$ cat src/hw/event_summary_consts.vh
`ifndef EVENT_SUMMARY_CONSTS_VH
`define EVENT_SUMMARY_CONSTS_VH

// Byte addresses on the register bus
`define OFS_EVENT_SUMMARY_STATUS  8'h00
`define OFS_BUFFER_STATUS         8'h04
`define OFS_SYSTEM_STATE          8'h08
`define OFS_BUFFER_SETUP          8'h0C
`define OFS_CHANGE_SRC_ONE        8'h10
`define OFS_CHANGE_SRC_TWO        8'h14
`define OFS_CHANGE_SETUP          8'h18
`define OFS_ORIENTATION_DETECTOR_STATE          8'h1C
`define OFS_IRQ_STATUS            8'h20
`define OFS_IRQ_MASK              8'h24

// Summary bit positions
`define BIT_BUFFER_SUMMARY        5
`define BIT_OUTSIDE_SUMMARY       4
`define BIT_WITHIN_SUMMARY        3
`define BIT_ORIENTATION_DETECTOR_SUMMARY        2

// Detail bit positions
`define BIT_BUF_WATERMARK         0
`define BIT_BUF_OVERFLOW          1
`define BIT_BUF_FULL              2
`define BIT_GATE_ERROR            0
`define BIT_OT_ACTIVE             0
`define BIT_WT_ACTIVE             0
`define BIT_OT_LATCH_EN           0
`define BIT_WT_LATCH_EN           1
`define BIT_NEW_ORIENTATION_INDICATION            0

// Buffer setup fields
`define BUF_MODE_LSB              0
`define BUF_MODE_MSB              1
`define BIT_ROUTE_PIN_A           2
`define BIT_ROUTE_PIN_B           3
`define BUF_MODE_DISABLED         2'b00
`define BUF_MODE_TRIGGERED        2'b11

// Reset values
`define RST_BYTE                  8'h00
`define RST_WORD                  32'h0000_0000

`endif

$ cat src/hw/threshold_flag.v
`timescale 1ns/1ps
module threshold_flag (
  input  wire clk_i,
  input  wire rst_i,
  input  wire cond_i,
  input  wire latch_en_i,
  input  wire src_read_i,
  output reg  flag_o
);

  // Latched: condition wins over the clearing read
  always @(posedge clk_i) begin
    if (rst_i) begin
      flag_o <= 1'b0;
    end else if (latch_en_i) begin
      flag_o <= cond_i | (flag_o & ~src_read_i);
    end else begin
      flag_o <= cond_i;
    end
  end

endmodule // threshold_flag

$ cat src/hw/sticky_irq.v
`timescale 1ns/1ps
`include "event_summary_consts.vh"
module sticky_irq (
  input  wire       clk_i,
  input  wire       rst_i,
  input  wire [7:0] event_i,
  input  wire [7:0] mask_i,
  input  wire       clear_i,
  output wire [7:0] sticky_o,
  output reg        irq_o
);

  reg [7:0] sticky_r;

  genvar i;
  generate
    for (i = 0; i < 8; i = i + 1) begin : g_bit
      // Set wins over the clearing read
      always @(posedge clk_i) begin
        if (rst_i) begin
          sticky_r[i] <= 1'b0;
        end else begin
          sticky_r[i] <= event_i[i] | (sticky_r[i] & ~clear_i);
        end
      end
    end
  endgenerate

  assign sticky_o = sticky_r;

  always @(posedge clk_i) begin
    if (rst_i) begin
      irq_o <= 1'b0;
    end else begin
      irq_o <= |(sticky_r & mask_i);
    end
  end

endmodule // sticky_irq

$ cat src/hw/event_status_flag_aggregator.v
`timescale 1ns/1ps
`include "event_summary_consts.vh"
module event_status_flag_aggregator (
  input  wire        clk_i,
  input  wire        rst_i,
  input  wire        cyc_i,
  input  wire        stb_i,
  input  wire        we_i,
  input  wire [7:0]  adr_i,
  input  wire [31:0] dat_i,
  input  wire [3:0]  sel_i,
  output reg  [31:0] dat_o,
  output reg         ack_o,
  input  wire        buf_watermark_i,
  input  wire        buf_overflow_i,
  input  wire        buf_full_i,
  input  wire        buf_gate_error_i,
  input  wire        ot_condition_i,
  input  wire        wt_condition_i,
  input  wire        orientation_detector_change_i,
  output reg         interrupt_pin_a_o,
  output reg         interrupt_pin_b_o,
  output wire        irq_o
);

  reg  [7:0]  status_r;
  reg  [7:0]  status_nxt;
  reg  [7:0]  buffer_status_r;
  reg  [7:0]  system_state_r;
  reg  [7:0]  buffer_setup_r;
  reg  [7:0]  change_setup_r;
  reg  [7:0]  irq_mask_r;
  reg         new_orientation_indication_r;
  reg  [31:0] rd_data;
  reg         buf_summary;

  wire        bus_req;
  wire        rd_pulse;
  wire        wr_pulse;
  wire        rd_src_one;
  wire        rd_src_two;
  wire        rd_orientation_detector;
  wire        rd_irq;
  wire        lane0_wr;
  wire        ot_active;
  wire        wt_active;
  wire [7:0]  sticky;
  wire [1:0]  buf_mode;
  wire        triggered;

  // Bus access decode; an access is taken on the edge that raises ack
  assign bus_req    = cyc_i & stb_i & ~ack_o;
  assign rd_pulse   = bus_req & ~we_i;
  assign wr_pulse   = bus_req & we_i;
  assign lane0_wr   = wr_pulse & sel_i[0];
  assign rd_src_one = rd_pulse & (adr_i == `OFS_CHANGE_SRC_ONE);
  assign rd_src_two = rd_pulse & (adr_i == `OFS_CHANGE_SRC_TWO);
  assign rd_orientation_detector  = rd_pulse & (adr_i == `OFS_ORIENTATION_DETECTOR_STATE);
  assign rd_irq     = rd_pulse & (adr_i == `OFS_IRQ_STATUS);

  assign buf_mode  = buffer_setup_r[`BUF_MODE_MSB:`BUF_MODE_LSB];
  assign triggered = (buf_mode == `BUF_MODE_TRIGGERED);

  always @(posedge clk_i) begin
    if (rst_i) begin
      ack_o <= 1'b0;
    end else begin
      ack_o <= bus_req;
    end
  end

  // Writable setup registers; status and detail registers ignore writes
  always @(posedge clk_i) begin
    if (rst_i) begin
      buffer_setup_r <= `RST_BYTE;
      change_setup_r <= `RST_BYTE;
      irq_mask_r     <= `RST_BYTE;
    end else if (lane0_wr) begin
      case (adr_i)
        `OFS_BUFFER_SETUP: begin
          buffer_setup_r <= dat_i[7:0];
        end
        `OFS_CHANGE_SETUP: begin
          change_setup_r <= dat_i[7:0];
        end
        `OFS_IRQ_MASK: begin
          irq_mask_r <= dat_i[7:0];
        end
        default: begin
          buffer_setup_r <= buffer_setup_r;
        end
      endcase
    end
  end

  // Buffer detail views
  always @(posedge clk_i) begin
    if (rst_i) begin
      buffer_status_r <= `RST_BYTE;
      system_state_r  <= `RST_BYTE;
    end else begin
      buffer_status_r <= `RST_BYTE;
      buffer_status_r[`BIT_BUF_WATERMARK] <= buf_watermark_i;
      buffer_status_r[`BIT_BUF_OVERFLOW]  <= buf_overflow_i;
      buffer_status_r[`BIT_BUF_FULL]      <= buf_full_i;
      system_state_r <= `RST_BYTE;
      system_state_r[`BIT_GATE_ERROR] <= buf_gate_error_i;
    end
  end

  // Buffer summary from the sources
  always @* begin
    buf_summary = 1'b0;
    if (buf_mode != `BUF_MODE_DISABLED) begin
      buf_summary = buf_overflow_i | buf_gate_error_i | buf_full_i;
      if (!triggered) begin
        buf_summary = buf_summary | buf_watermark_i;
      end
    end
  end

  threshold_flag u_outside (
    .clk_i      (clk_i),
    .rst_i      (rst_i),
    .cond_i     (ot_condition_i),
    .latch_en_i (change_setup_r[`BIT_OT_LATCH_EN]),
    .src_read_i (rd_src_one),
    .flag_o     (ot_active)
  );

  threshold_flag u_within (
    .clk_i      (clk_i),
    .rst_i      (rst_i),
    .cond_i     (wt_condition_i),
    .latch_en_i (change_setup_r[`BIT_WT_LATCH_EN]),
    .src_read_i (rd_src_two),
    .flag_o     (wt_active)
  );

  // New orientation flag; a fresh change wins over the clearing read
  always @(posedge clk_i) begin
    if (rst_i) begin
      new_orientation_indication_r <= 1'b0;
    end else begin
      new_orientation_indication_r <= orientation_detector_change_i | (new_orientation_indication_r & ~rd_orientation_detector);
    end
  end

  // Summary register image
  always @* begin
    status_nxt = `RST_BYTE;
    status_nxt[`BIT_BUFFER_SUMMARY]  = buf_summary;
    status_nxt[`BIT_OUTSIDE_SUMMARY] = ot_active;
    status_nxt[`BIT_WITHIN_SUMMARY]  = wt_active;
    status_nxt[`BIT_ORIENTATION_DETECTOR_SUMMARY]  = new_orientation_indication_r;
  end

  always @(posedge clk_i) begin
    if (rst_i) begin
      status_r <= `RST_BYTE;
    end else begin
      status_r <= status_nxt;
    end
  end

  // Buffer summary routed to the configured pins
  always @(posedge clk_i) begin
    if (rst_i) begin
      interrupt_pin_a_o <= 1'b0;
      interrupt_pin_b_o <= 1'b0;
    end else begin
      interrupt_pin_a_o <= buf_summary & buffer_setup_r[`BIT_ROUTE_PIN_A];
      interrupt_pin_b_o <= buf_summary & buffer_setup_r[`BIT_ROUTE_PIN_B];
    end
  end

  sticky_irq u_irq (
    .clk_i    (clk_i),
    .rst_i    (rst_i),
    .event_i  (status_r),
    .mask_i   (irq_mask_r),
    .clear_i  (rd_irq),
    .sticky_o (sticky),
    .irq_o    (irq_o)
  );

  // Read multiplexer; unmapped addresses read zero
  always @* begin
    rd_data = `RST_WORD;
    case (adr_i)
      `OFS_EVENT_SUMMARY_STATUS: begin
        rd_data[7:0] = status_r;
      end
      `OFS_BUFFER_STATUS: begin
        rd_data[7:0] = buffer_status_r;
      end
      `OFS_SYSTEM_STATE: begin
        rd_data[7:0] = system_state_r;
      end
      `OFS_BUFFER_SETUP: begin
        rd_data[7:0] = buffer_setup_r;
      end
      `OFS_CHANGE_SRC_ONE: begin
        rd_data[`BIT_OT_ACTIVE] = ot_active;
      end
      `OFS_CHANGE_SRC_TWO: begin
        rd_data[`BIT_WT_ACTIVE] = wt_active;
      end
      `OFS_CHANGE_SETUP: begin
        rd_data[7:0] = change_setup_r;
      end
      `OFS_ORIENTATION_DETECTOR_STATE: begin
        rd_data[`BIT_NEW_ORIENTATION_INDICATION] = new_orientation_indication_r;
      end
      `OFS_IRQ_STATUS: begin
        rd_data[7:0] = sticky;
      end
      `OFS_IRQ_MASK: begin
        rd_data[7:0] = irq_mask_r;
      end
      default: begin
        rd_data = `RST_WORD;
      end
    endcase
  end

  always @(posedge clk_i) begin
    if (rst_i) begin
      dat_o <= `RST_WORD;
    end else if (rd_pulse) begin
      dat_o <= rd_data;
    end
  end

endmodule // event_status_flag_aggregator

$ cat config.mk
export PLATFORM = sky130hd
export DESIGN_NAME = event_status_flag_aggregator
export DESIGN_NICKNAME = d
export VERILOG_FILES = /design/src/hw/threshold_flag.v /design/src/hw/sticky_irq.v /design/src/hw/event_status_flag_aggregator.v
export VERILOG_INCLUDE_DIRS = /design/src /design/src/hw
export SDC_FILE = /design/constraint.sdc
export NUM_CORES = 1
export LEC_CHECK = 0
export ABC_CLOCK_PERIOD_IN_PS = 4600
export BUFFER_PORTS_ARGS = -buffer_cell sky130_fd_sc_hd__clkbuf_2
export CAP_MARGIN = 20
export CORE_UTILIZATION = 53
export CTS_CLUSTER_DIAMETER = 80
export DETAILED_ROUTE_END_ITERATION = 16
export GPL_ROUTABILITY_DRIVEN = 0
export PLACE_DENSITY = 0.94
export SYNTH_ARGS = -nofsm -noshare
export SYNTH_HDL_FRONTEND = slang
export SYNTH_SLANG_ARGS = --single-unit
export TNS_END_PERCENT = 5
$ cat constraint.sdc
create_clock -name clk_i -period 4.6 [get_ports clk_i]
set_input_delay 0.69 -clock clk_i [delete_from_list [all_inputs] [get_ports clk_i]]
set_output_delay 0.69 -clock clk_i [all_outputs]
set_load 0.1 [all_outputs]
[Yosys cells after proc, flatten, opt, wreduce, memory -nomap -nowiden]
Index checks and enable logic that the tools add are counted.
Operators by class
  reductions and logical operators: 6
  multiply operators: 0
  mux-type cells: 6
  equality and inequality tests: 10
  bitwise logic cells: 43
  shift-type cells: 0
  $add $sub $neg: 0
  div/mod/pow operators: 0
  $lt $le $gt $ge: 0
Operator list (count)
  7-bit case mux with 7 select lines: 1
  8-bit by 5-bit equality test with 1-bit output (second input constant): 4
  1-bit bitwise AND: 22
  8-bit by 4-bit equality test with 1-bit output (second input constant): 2
  8-bit by 6-bit equality test with 1-bit output (second input constant): 2
  1-bit bitwise OR: 14
  1-bit case mux with 10 select lines: 1
  8-bit bitwise AND: 1
  8-bit by 3-bit equality test with 1-bit output (second input constant): 1
  8-bit zero test: 1
  8-bit OR reduction: 1
  1-bit NOT: 6
  2-bit AND reduction: 3
  1-bit 2-to-1 mux: 4
  2-bit equality test (second input constant): 1
  2-bit nonzero test: 1
Storage, ports and cells
  flip-flop bits (word level): 71
  input bits: 56
  memories: 0
  word-level logic and storage cells: 90
  output and inout port bits: 36
  RAM bits: 0
  latch bits: 0
  ROM bits: 0

[Depth between registers and ports, before layout]
Gate-level depths: netlist (run 1).
  depth in word-level cells: 8
  depth in mapped cells: 6
  depth with buffers taken out: 4

[Hierarchy]
A second synthesis (run 1) with hierarchy kept.
Unflattened totals
  cells, all modules: 292
  area, all modules: 2623.8 um^2
Modules (own cells, without submodules)
  event_status_flag_aggregator: area each 2207.1 um^2, seq. area each 880.8 um^2, cells each 245, instances 1
  sticky_irq: area each 344.1 um^2, seq. area each 180.2 um^2, cells each 39, instances 1
  threshold_flag: area each 36.3 um^2, seq. area each 20.0 um^2, cells each 4, instances 2

[Worst setup path before layout (run 1)]
No wires, ideal clock.
  path kind: in2reg
  start: input adr_i[3]
  end: register irq_mask_r[7]
  path slack: 2.219 ns
  setup time: 0.128 ns
  data required time: 4.472 ns
  stages on the path: 5
  path buffers: 1
  data arrival time: 2.253 ns
  cell sequence: buf_2 or4b_1 nor4_4 mux2i_1 nor2_1
Between the ends
  longest elaborated chain between the ends: 2
Ends and longest elaborated chain
  start: declaration: RTL line event_status_flag_aggregator.v:9  | input wire [7:0] adr_i,
  8-bit by 6-bit equality test with 1-bit output: RTL line event_status_flag_aggregator.v:79  | case (adr_i)
  2-bit AND reduction (no line)
  end signal: assignment: RTL line event_status_flag_aggregator.v:77  | irq_mask_r <= `RST_BYTE;
  end signal: assignment: RTL line event_status_flag_aggregator.v:87  | irq_mask_r <= dat_i[7:0];
  end: declaration: RTL line event_status_flag_aggregator.v:32  | reg [7:0] irq_mask_r;
No other way between the ends.
A chain may end at the register's enable or synchronous reset.

[Final worst setup path (run 1)]
  start: input adr_i[4]
  end: register irq_mask_r[5]
The elaborated chain is that of the path after synthesis.

==> results of run 1 <==
-- sequential cells by signal, indices dropped and copies added, names as in the netlist --
| name | count |
|---|---|
| buffer_setup_r | 8 |
| change_setup_r | 8 |
| dat_o | 8 |
| irq_mask_r | 8 |
| u_irq.sticky_o | 8 |
| status_r | 4 |
| buffer_status_r | 3 |
| ack_o | 1 |
| interrupt_pin_a_o | 1 |
| interrupt_pin_b_o | 1 |
| new_orientation_indication_r | 1 |
| system_state_r | 1 |
| u_irq.irq_o | 1 |
| u_outside.flag_o | 1 |
| u_within.flag_o | 1 |
-- worst register-to-register path, stage by stage, from the launching register on --
cell and delay, ns:
dfxtp_1 0.34, nand3b_1 0.37, nor4_4 0.85, mux2i_1 0.27, nor2_1 0.06
-- power by group through the flow --
| stage | sequential [W] | combinational, W | clock, W |
|---|---|---|---|
| 2_1_floorplan | 0.000506 | 0.000134 | 0 |
| 3_3_place_gp | 0.000498 | 0.000151 | 0 |
| 3_5_place_dp | 0.000499 | 0.000153 | 0 |
| 4_1_cts | 0.000487 | 0.000153 | 0.000283 |
| 5_1_grt | 0.000488 | 0.000161 | 0.000301 |
| 6_report | 0.000488 | 0.000154 | 0.000282 |
-- layout by cell type (no fill, tap or decap), types with 2 or more instances in the layout --
cell type   n
clkbuf_8    6
buf_4       2
dfxtp_1    55
o21ai_0     2
clkbuf_2   40
a31oi_1     3
a2111oi_0   2
nor4b_1     2
nor2_1     36
o21ai_1     2
nor2b_1     7
or4b_1      3
o32ai_1     8
conb_1     24
or3_1       2
nand2_1     7
a221oi_1    5
nor4_1      6
mux2i_1    33
nor3_1      6
nor4_4      3
inv_1      10
nand3_1     4
o22ai_1     2
a22oi_1     6
and3_1      6
a21oi_1     6
-- kinds of logic after synthesis --
kind of cell / after synthesis / synth area share
buf+inv: 47 / 0.1057
mux: 33 / 0.1280
other cells: 1 / 0.001453
flops: 55 / 0.4266
compound gates: 44 / 0.1260
simple gates: 92 / 0.2123
-- worst min path at each step --
stage	slack [ns]	endpoint	cells after the start
after CTS	0.48	u_irq.sticky_o[2]	2
after detailed placement	0.46	u_irq.sticky_o[2]	2
final	0.48	u_irq.sticky_o[2]	2
after global placement	0.45	u_irq.sticky_o[2]	2
after global routing	0.50	dat_o[3]	2
after floorplan	0.44	u_irq.sticky_o[2]	2
-- layout make-up --
type | instances | share of cell area
Multi-Input combinational cell | 193 | 0.4616
Clock inverter | 1 | 0.003110
Timing Repair Buffer | 42 | 0.07641
Inverter | 10 | 0.01333
Clock buffer | 7 | 0.03065
Sequential cell | 55 | 0.3909
Tap cell | 54 | 0.02399
-- per-layer routing --
layer / global-route usage / share of wire / up-vias
li1: - / - / 1010
met1: 0.3127 / 0.42 / 974
met2: 0.3805 / 0.47 / 137
met3: 0.05626 / 0.093 / 9
met4: 0.08497 / 0.016 / 0
met5: 0 / 0 / -
-- through the flow --
stage	instances	instance area, sq um	total power, W	util
5_1_grt	362	2816	0.0009509	0.6003
6_report	362	2816	0.0009236	0.6003
3_3_place_gp	354	2721	0.0006491	0.5800
2_1_floorplan	295	2668	0.0006401	-
3_5_place_dp	354	2721	0.0006511	0.5800
4_1_cts	362	2816	0.0009232	0.6003
==> impl_results.md, run 1 <==
- # diodes: 0
- Worst endpoint required time: 4.76 ns
- R2r setup slk: 2.56 ns
- Initial antenna violation count: 0
- Worst min-delay path category: reg2reg
- Cell internal pwr: 0.0006293 W
- Pwr/cell area: 327.9 nW/um^2
- RSZ-0062 raised after global routing: no
- Via count: 2130
- Fin crit period: 2.629 ns
- Gate count after technology mapping: 272
- Switching power: 0.0002943 W
- Achievable frequency: 380.4 MHz
- Clk Latency, worst-skew pair: 0.32 ns
- Drt via density: 5.884
- Multi-input logic area: 1300 sq um
- CTS max path bufs: 2
- # resized after CTS: 0
- Largest net degree at the start of global routing: 50
- CTS Buf Count: 5
- Leakage: 1.059 nW
- IO Pins: 92
- Register bit total from synthesis: 55
- Area growth syn-to-layout: 9.113%
- Initial Util: 0.5501
- Worst path arrival time: 2.79 ns
- Fin. Hold Viols: 0
- Detail Route Antenna Nets: 0
- Post-CTS Hold Buffers: 0
- Period utilization: 0.5715
- Slowest CP cell: or4b_1
- Reg2reg end: buffer_setup_r[4]
- Netlist Area Pre-Place: 2581 sq um
- Sequential-to-total area share from yosys stat: 0.4266
- Hold_ws: 0.4782 ns
- Peak supply drop: 0.2206 mV
- # nets final: 363
- Combinational group share of total power: 0.167
- Startpoint type of the worst setup path: input pin
- Sink Count: 55
- Commonest cells post-synth: 55 x dfxtp_1, 36 x nor2_1, 33 x mux2i_1, 25 x buf_4, 10 x inv_1
- Tot GR Track Use: 0.2372
- Syn Area/Cell: 9.490 sq um
- Sequential share of power: 0.528
- Finish-stage setup viols: 0
- Root Driver: clkbuf_8
- Number of global-route vias before repair: 1909
- Cell taking the most area after synthesis: dfxtp_1
- Clk slew on worst S/H paths: 0.09 ns
- Post-CTS Setup Inserts: 0
- Hold_sp: status_r[2]
- Slew headroom: 0.3227
- DR WL/cell: 15.76 um
- Reg2reg start: ack_o
- Site Rows: 25
- Register area: 1101 sq um
- Synth top area share: 0.4266
- Dpl hpwl: 4.131 mm
- Setup crit start: adr_i[4]
- CTS tree: built
- Post-synth EDFFs: 0
- Worst path bufs/invs: 1
- Crit-path cells: clkbuf_2 -> or4b_1 -> nor4_4 -> mux2i_1 -> nor2_1
- Routed WL: 5.705 mm
- Tightest Pin Transition: 1.002 ns
- Max cap viols: 0
- Clk pwr share: 0.305
- Layout cells sized above 1: 0.1786
- Dpl ws: 1.653 ns
- # port buffers: 40
- Critical path class: in2reg
- Main synth FF type: dfxtp_1
- First-pass GRT wire length: 9.349 mm
- Max Transition Viols Final: 0
- DRC: 0
- Die Height: 71.79 um
- Synth async-reset ratio: 0
- Reg2Reg Depth: 4
- Die Footprint: 5153 sq um
- Sw Share: 0.3186
- First-pass DRT Iterations: 4
- Worst Path Max Fanout: 17
- Yosys warns: 0
- Cell depth of the worst setup path: 5
- Core area: 4692 sq um
- CP Capture Point: irq_mask_r[5]
- Worst path top cell family by delay: simple AND/OR/NAND/NOR gates
- Die W: 71.79 um
- Status: finished clean
- Total grt overflow: 0
- # fillers: 393
- CTS H-tree depth: 2
- Worst setup margin: 1.971 ns
- Top post-synthesis cells by area: dfxtp_1 43%, mux2i_1 13%, buf_4 7.3%
- Setup TNS: 0 ns
- Most numerous cell in the Yosys netlist: dfxtp_1
- Initial drt markers: 194
- CP Capture Type: flip-flop
- Worst clock skew: 0.008677 ns
- Slowest stage delay, CP: 0.76 ns
- Synth unique cells: 45
Power figures use the tool's default switching activity.
==> run 2, diff against run 1 <==
Settings changed: ABC_AREA set to 1, ABC_CLOCK_PERIOD_IN_PS 4600 to 2700, CORE_UTILIZATION 53 to 50, PLACE_DENSITY 0.94 to 0.9.
Clock period 4.6 ns to 2.7 ns, I/O delays scaled along.
==> run 2 against run 1 <==
Net effect: worst setup slack worse by 0.80 ns; core utilization fell by 1.3 points; flip-flop and latch count did not move; critical endpoint is now dat_o[0]; via count is 12% higher; highest routed layer unchanged.
==> impl_results.md, run 2 <==
- First-pass GRT wire length: 9.252 mm (-1.0%)
- CTS H-tree depth: 2 (unchanged)
- Status: finished clean
- CP Capture Type: primary output
- Netlist Area Pre-Place: 2609 sq um (+1.1%)
- Clk Latency, worst-skew pair: 0.31 ns (about the same)
- Top post-synthesis cells by area: dfxtp_1 42%, nor2_1 11%, nand2_1 9.2%
- Root Driver: clkbuf_8
- Finish-stage setup viols: 0 (unchanged)
- Core area: 4880 sq um (+4.0%)
- Worst path bufs/invs: 1 (unchanged)
- Clk slew on worst S/H paths: 0.10 ns (about the same)
- Most frequent cells in the layout: 74 x nor2_1, 64 x nand2_1, 55 x dfxtp_1
- Post-CTS Setup Inserts: 0 (unchanged)
- Site Rows: 25 (unchanged)
- Via count: 2377 (+12%)
- Most common cell after layout, fill and taps aside: nor2_1
- Main synth FF type: dfxtp_1
- DR WL/cell: 11.76 um (-25%)
- Peak supply drop: 0.3674 mV (+67%)
- Die Footprint: 5510 sq um (+6.9%)
- Synth Area in Adders: 0 (unchanged)
- Yosys warns: 0 (unchanged)
- Setup TNS: 0 ns (unchanged)
- IO Pins: 92 (unchanged)
- Routed WL: 5.505 mm (-3.5%)
- Dpl hpwl: 4.286 mm (+3.8%)
- Worst endpoint required time: 2.30 ns (-2.46 ns)
- Tot GR Track Use: 0.2201 (-0.01707)
- Fin. Hold Viols: 0 (unchanged)
- # fillers: 440 (+12%)
- Syn Area/Cell: 7.267 sq um (-23%)
- Die W: 74.23 um (+3.4%)
- Register bit total from synthesis: 55 (unchanged)
- Worst clock skew: 0.003658 ns (-0.005018 ns)
- Initial antenna violation count: 0 (unchanged)
- Number of global-route vias before repair: 2104 (+10%)
- # resized after CTS: 0 (unchanged)
- Achievable frequency: 655.7 MHz
- Synth top area share: 0.4221 (-0.004501)
- Area growth syn-to-layout: 9.928%
- Most numerous cell in the Yosys netlist: nor2_1
- Synth unique cells: 30 (-33%)
- Die Height: 74.23 um (+3.4%)
- Register area: 1101 sq um (unchanged)
- # port buffers: 40 (unchanged)
- RSZ-0062 raised after global routing: no
- Worst path arrival time: 1.12 ns (-1.67 ns)
- Gate count after technology mapping: 359 (+32%)
- Sequential-to-total area share from yosys stat: 0.4221 (-0.004501)
- Largest family of logic cells by synthesized area: simple AND/OR/NAND/NOR gates
- Worst path top cell family by delay: buffers and inverters
- Max Transition Viols Final: 0 (unchanged)
- Slew headroom: 0.6315 (+0.3089)
- Max cap viols: 0 (unchanged)
- Compound-Gate Fraction of Synth Area: 0.1223 (-0.003728)
- # nets final: 456 (+26%)
- Crit-path cells: clkbuf_2
- Slowest CP cell: clkbuf_2
- Leakage: 1.325 nW (+25%)
- Critical path class: reg2out
- Drt via density: 5.079 (-14%)
- Layout cells sized above 1: 0.1945 (+0.01594)
- Mux share of post-synthesis cell area: 0 (-0.1280)
- # diodes: 0 (unchanged)
- Initial drt markers: 261 (+35%)
- CTS max path bufs: 2 (unchanged)
- CTS tree: built
- Post-synth EDFFs: 0 (unchanged)
- Initial Util: 0.5346 (-0.01552)
- Tightest Pin Transition: 0.5551 ns (-0.4473 ns)
- Period utilization: 0.5648
- Slowest stage delay, CP: 0.46 ns (-0.30 ns)
- Commonest cells post-synth: 74 x nor2_1, 64 x nand2_1, 55 x dfxtp_1, 27 x inv_1, 24 x buf_4
- Final Non-Filler Cells: 468 (+29%)
- Post-Synth XOR/XNOR Area: 0 (unchanged)
- Worst min-delay path category: in2reg
- Worst Path Max Fanout: 2 (-15)
- First-pass DRT Iterations: 4 (unchanged)
- Detail Route Antenna Nets: 0 (unchanged)
- CTS Buf Count: 5 (unchanged)
- Synth async-reset ratio: 0 (unchanged)
- Multi-input logic area: 1260 sq um (-3.1%)
- Post-Synth Simple-Gate Area: 0.3261 (+0.1138)
- Fin crit period: 1.525 ns
- Sink Count: 55 (unchanged)
- Startpoint type of the worst setup path: flip-flop
- Post-CTS Hold Buffers: 0 (unchanged)
- Cell taking the most area after synthesis: dfxtp_1
- Pwr/cell area: 541.4 nW/um^2 (+65%)
- DRC: 0 (unchanged)
- Largest net degree at the start of global routing: 27 (-46%)
- Total grt overflow: 0 (unchanged)
- Placed instance count: 460 (+30%)
==> run 2: cell count changes after synthesis, sizes merged, moves of 4 or more <==
cell,previous run,this run
nand2,7,69
o21ai,4,33
nand3,4,26
mux2i,33,0
nor2,36,84
a22oi,6,0
and3,6,0
inv,10,28
o32ai,8,0
a21oi,6,20
nor4,9,1
nor2b,7,0
or4b,4,0
clkbuf,8,4
==> run 2: kinds of logic after synthesis <==
logic type,Yosys count
other cells,1
buf+inv,61
compound gates,57
flops,55
simple gates,185
==> run 2: through the flow <==
stage                     area, sq um  setup slack (ns)  power, W  hold WS, ns  utilization
final                            2868             1.175  0.001553       0.2892       0.5877
after global routing             2868             1.140  0.001609       0.2908       0.5877
after CTS                        2868             1.165  0.001558       0.2841       0.5877
after detailed placement         2779             1.022  0.001112       0.4370       0.5695
after global placement           2779             1.059  0.001109       0.4332       0.5695
after floorplan                  2695            0.9044  0.001092       0.4164            -
==> run 2: cell type report <==
cell class                 count  share of cell area
multi-input combinational    266              0.4394
clock buffer                   6             0.02531
inverter                      30             0.04145
sequential                    55              0.3839
clock inverter                 2            0.005672
timing repair buffer          42             0.07504
tap                           67             0.02923
==> run 2: power breakdown <==
group | switching, W | internal [W] | total, W
combinational | 0.000225 | 0.0000386 | 0.000263
clock | 0.000270 | 0.000187 | 0.000457
sequential | 0.00000771 | 0.000824 | 0.000832
total | 0.000503 | 0.00105 | 0.00155
==> run 2: worst paths after layout <==
| path | start | to | slack, ns | depth (start not counted) |
|---|---|---|---|---|
| setup reg to reg | ack_o | buffer_setup_r[1] | 1.38 | 6 |
| setup / recovery | dat_o[0] | dat_o[0] | 1.17 | 1 |
| hold reg to reg | u_outside.flag_o | status_r[4] | 0.45 | 2 |
| hold / removal | buf_gate_error_i | system_state_r[0] | 0.29 | 3 |
==> run 2: routing by layer <==
metal / GRT usage / vias up / wire (um)
met3: 0.05285 / 11 / 509
met2: 0.3677 / 125 / 2575
li1: - / 1176 / -
met4: 0.07757 / 0 / 102
met1: 0.2782 / 1065 / 2318
met5: 0 / - / 0
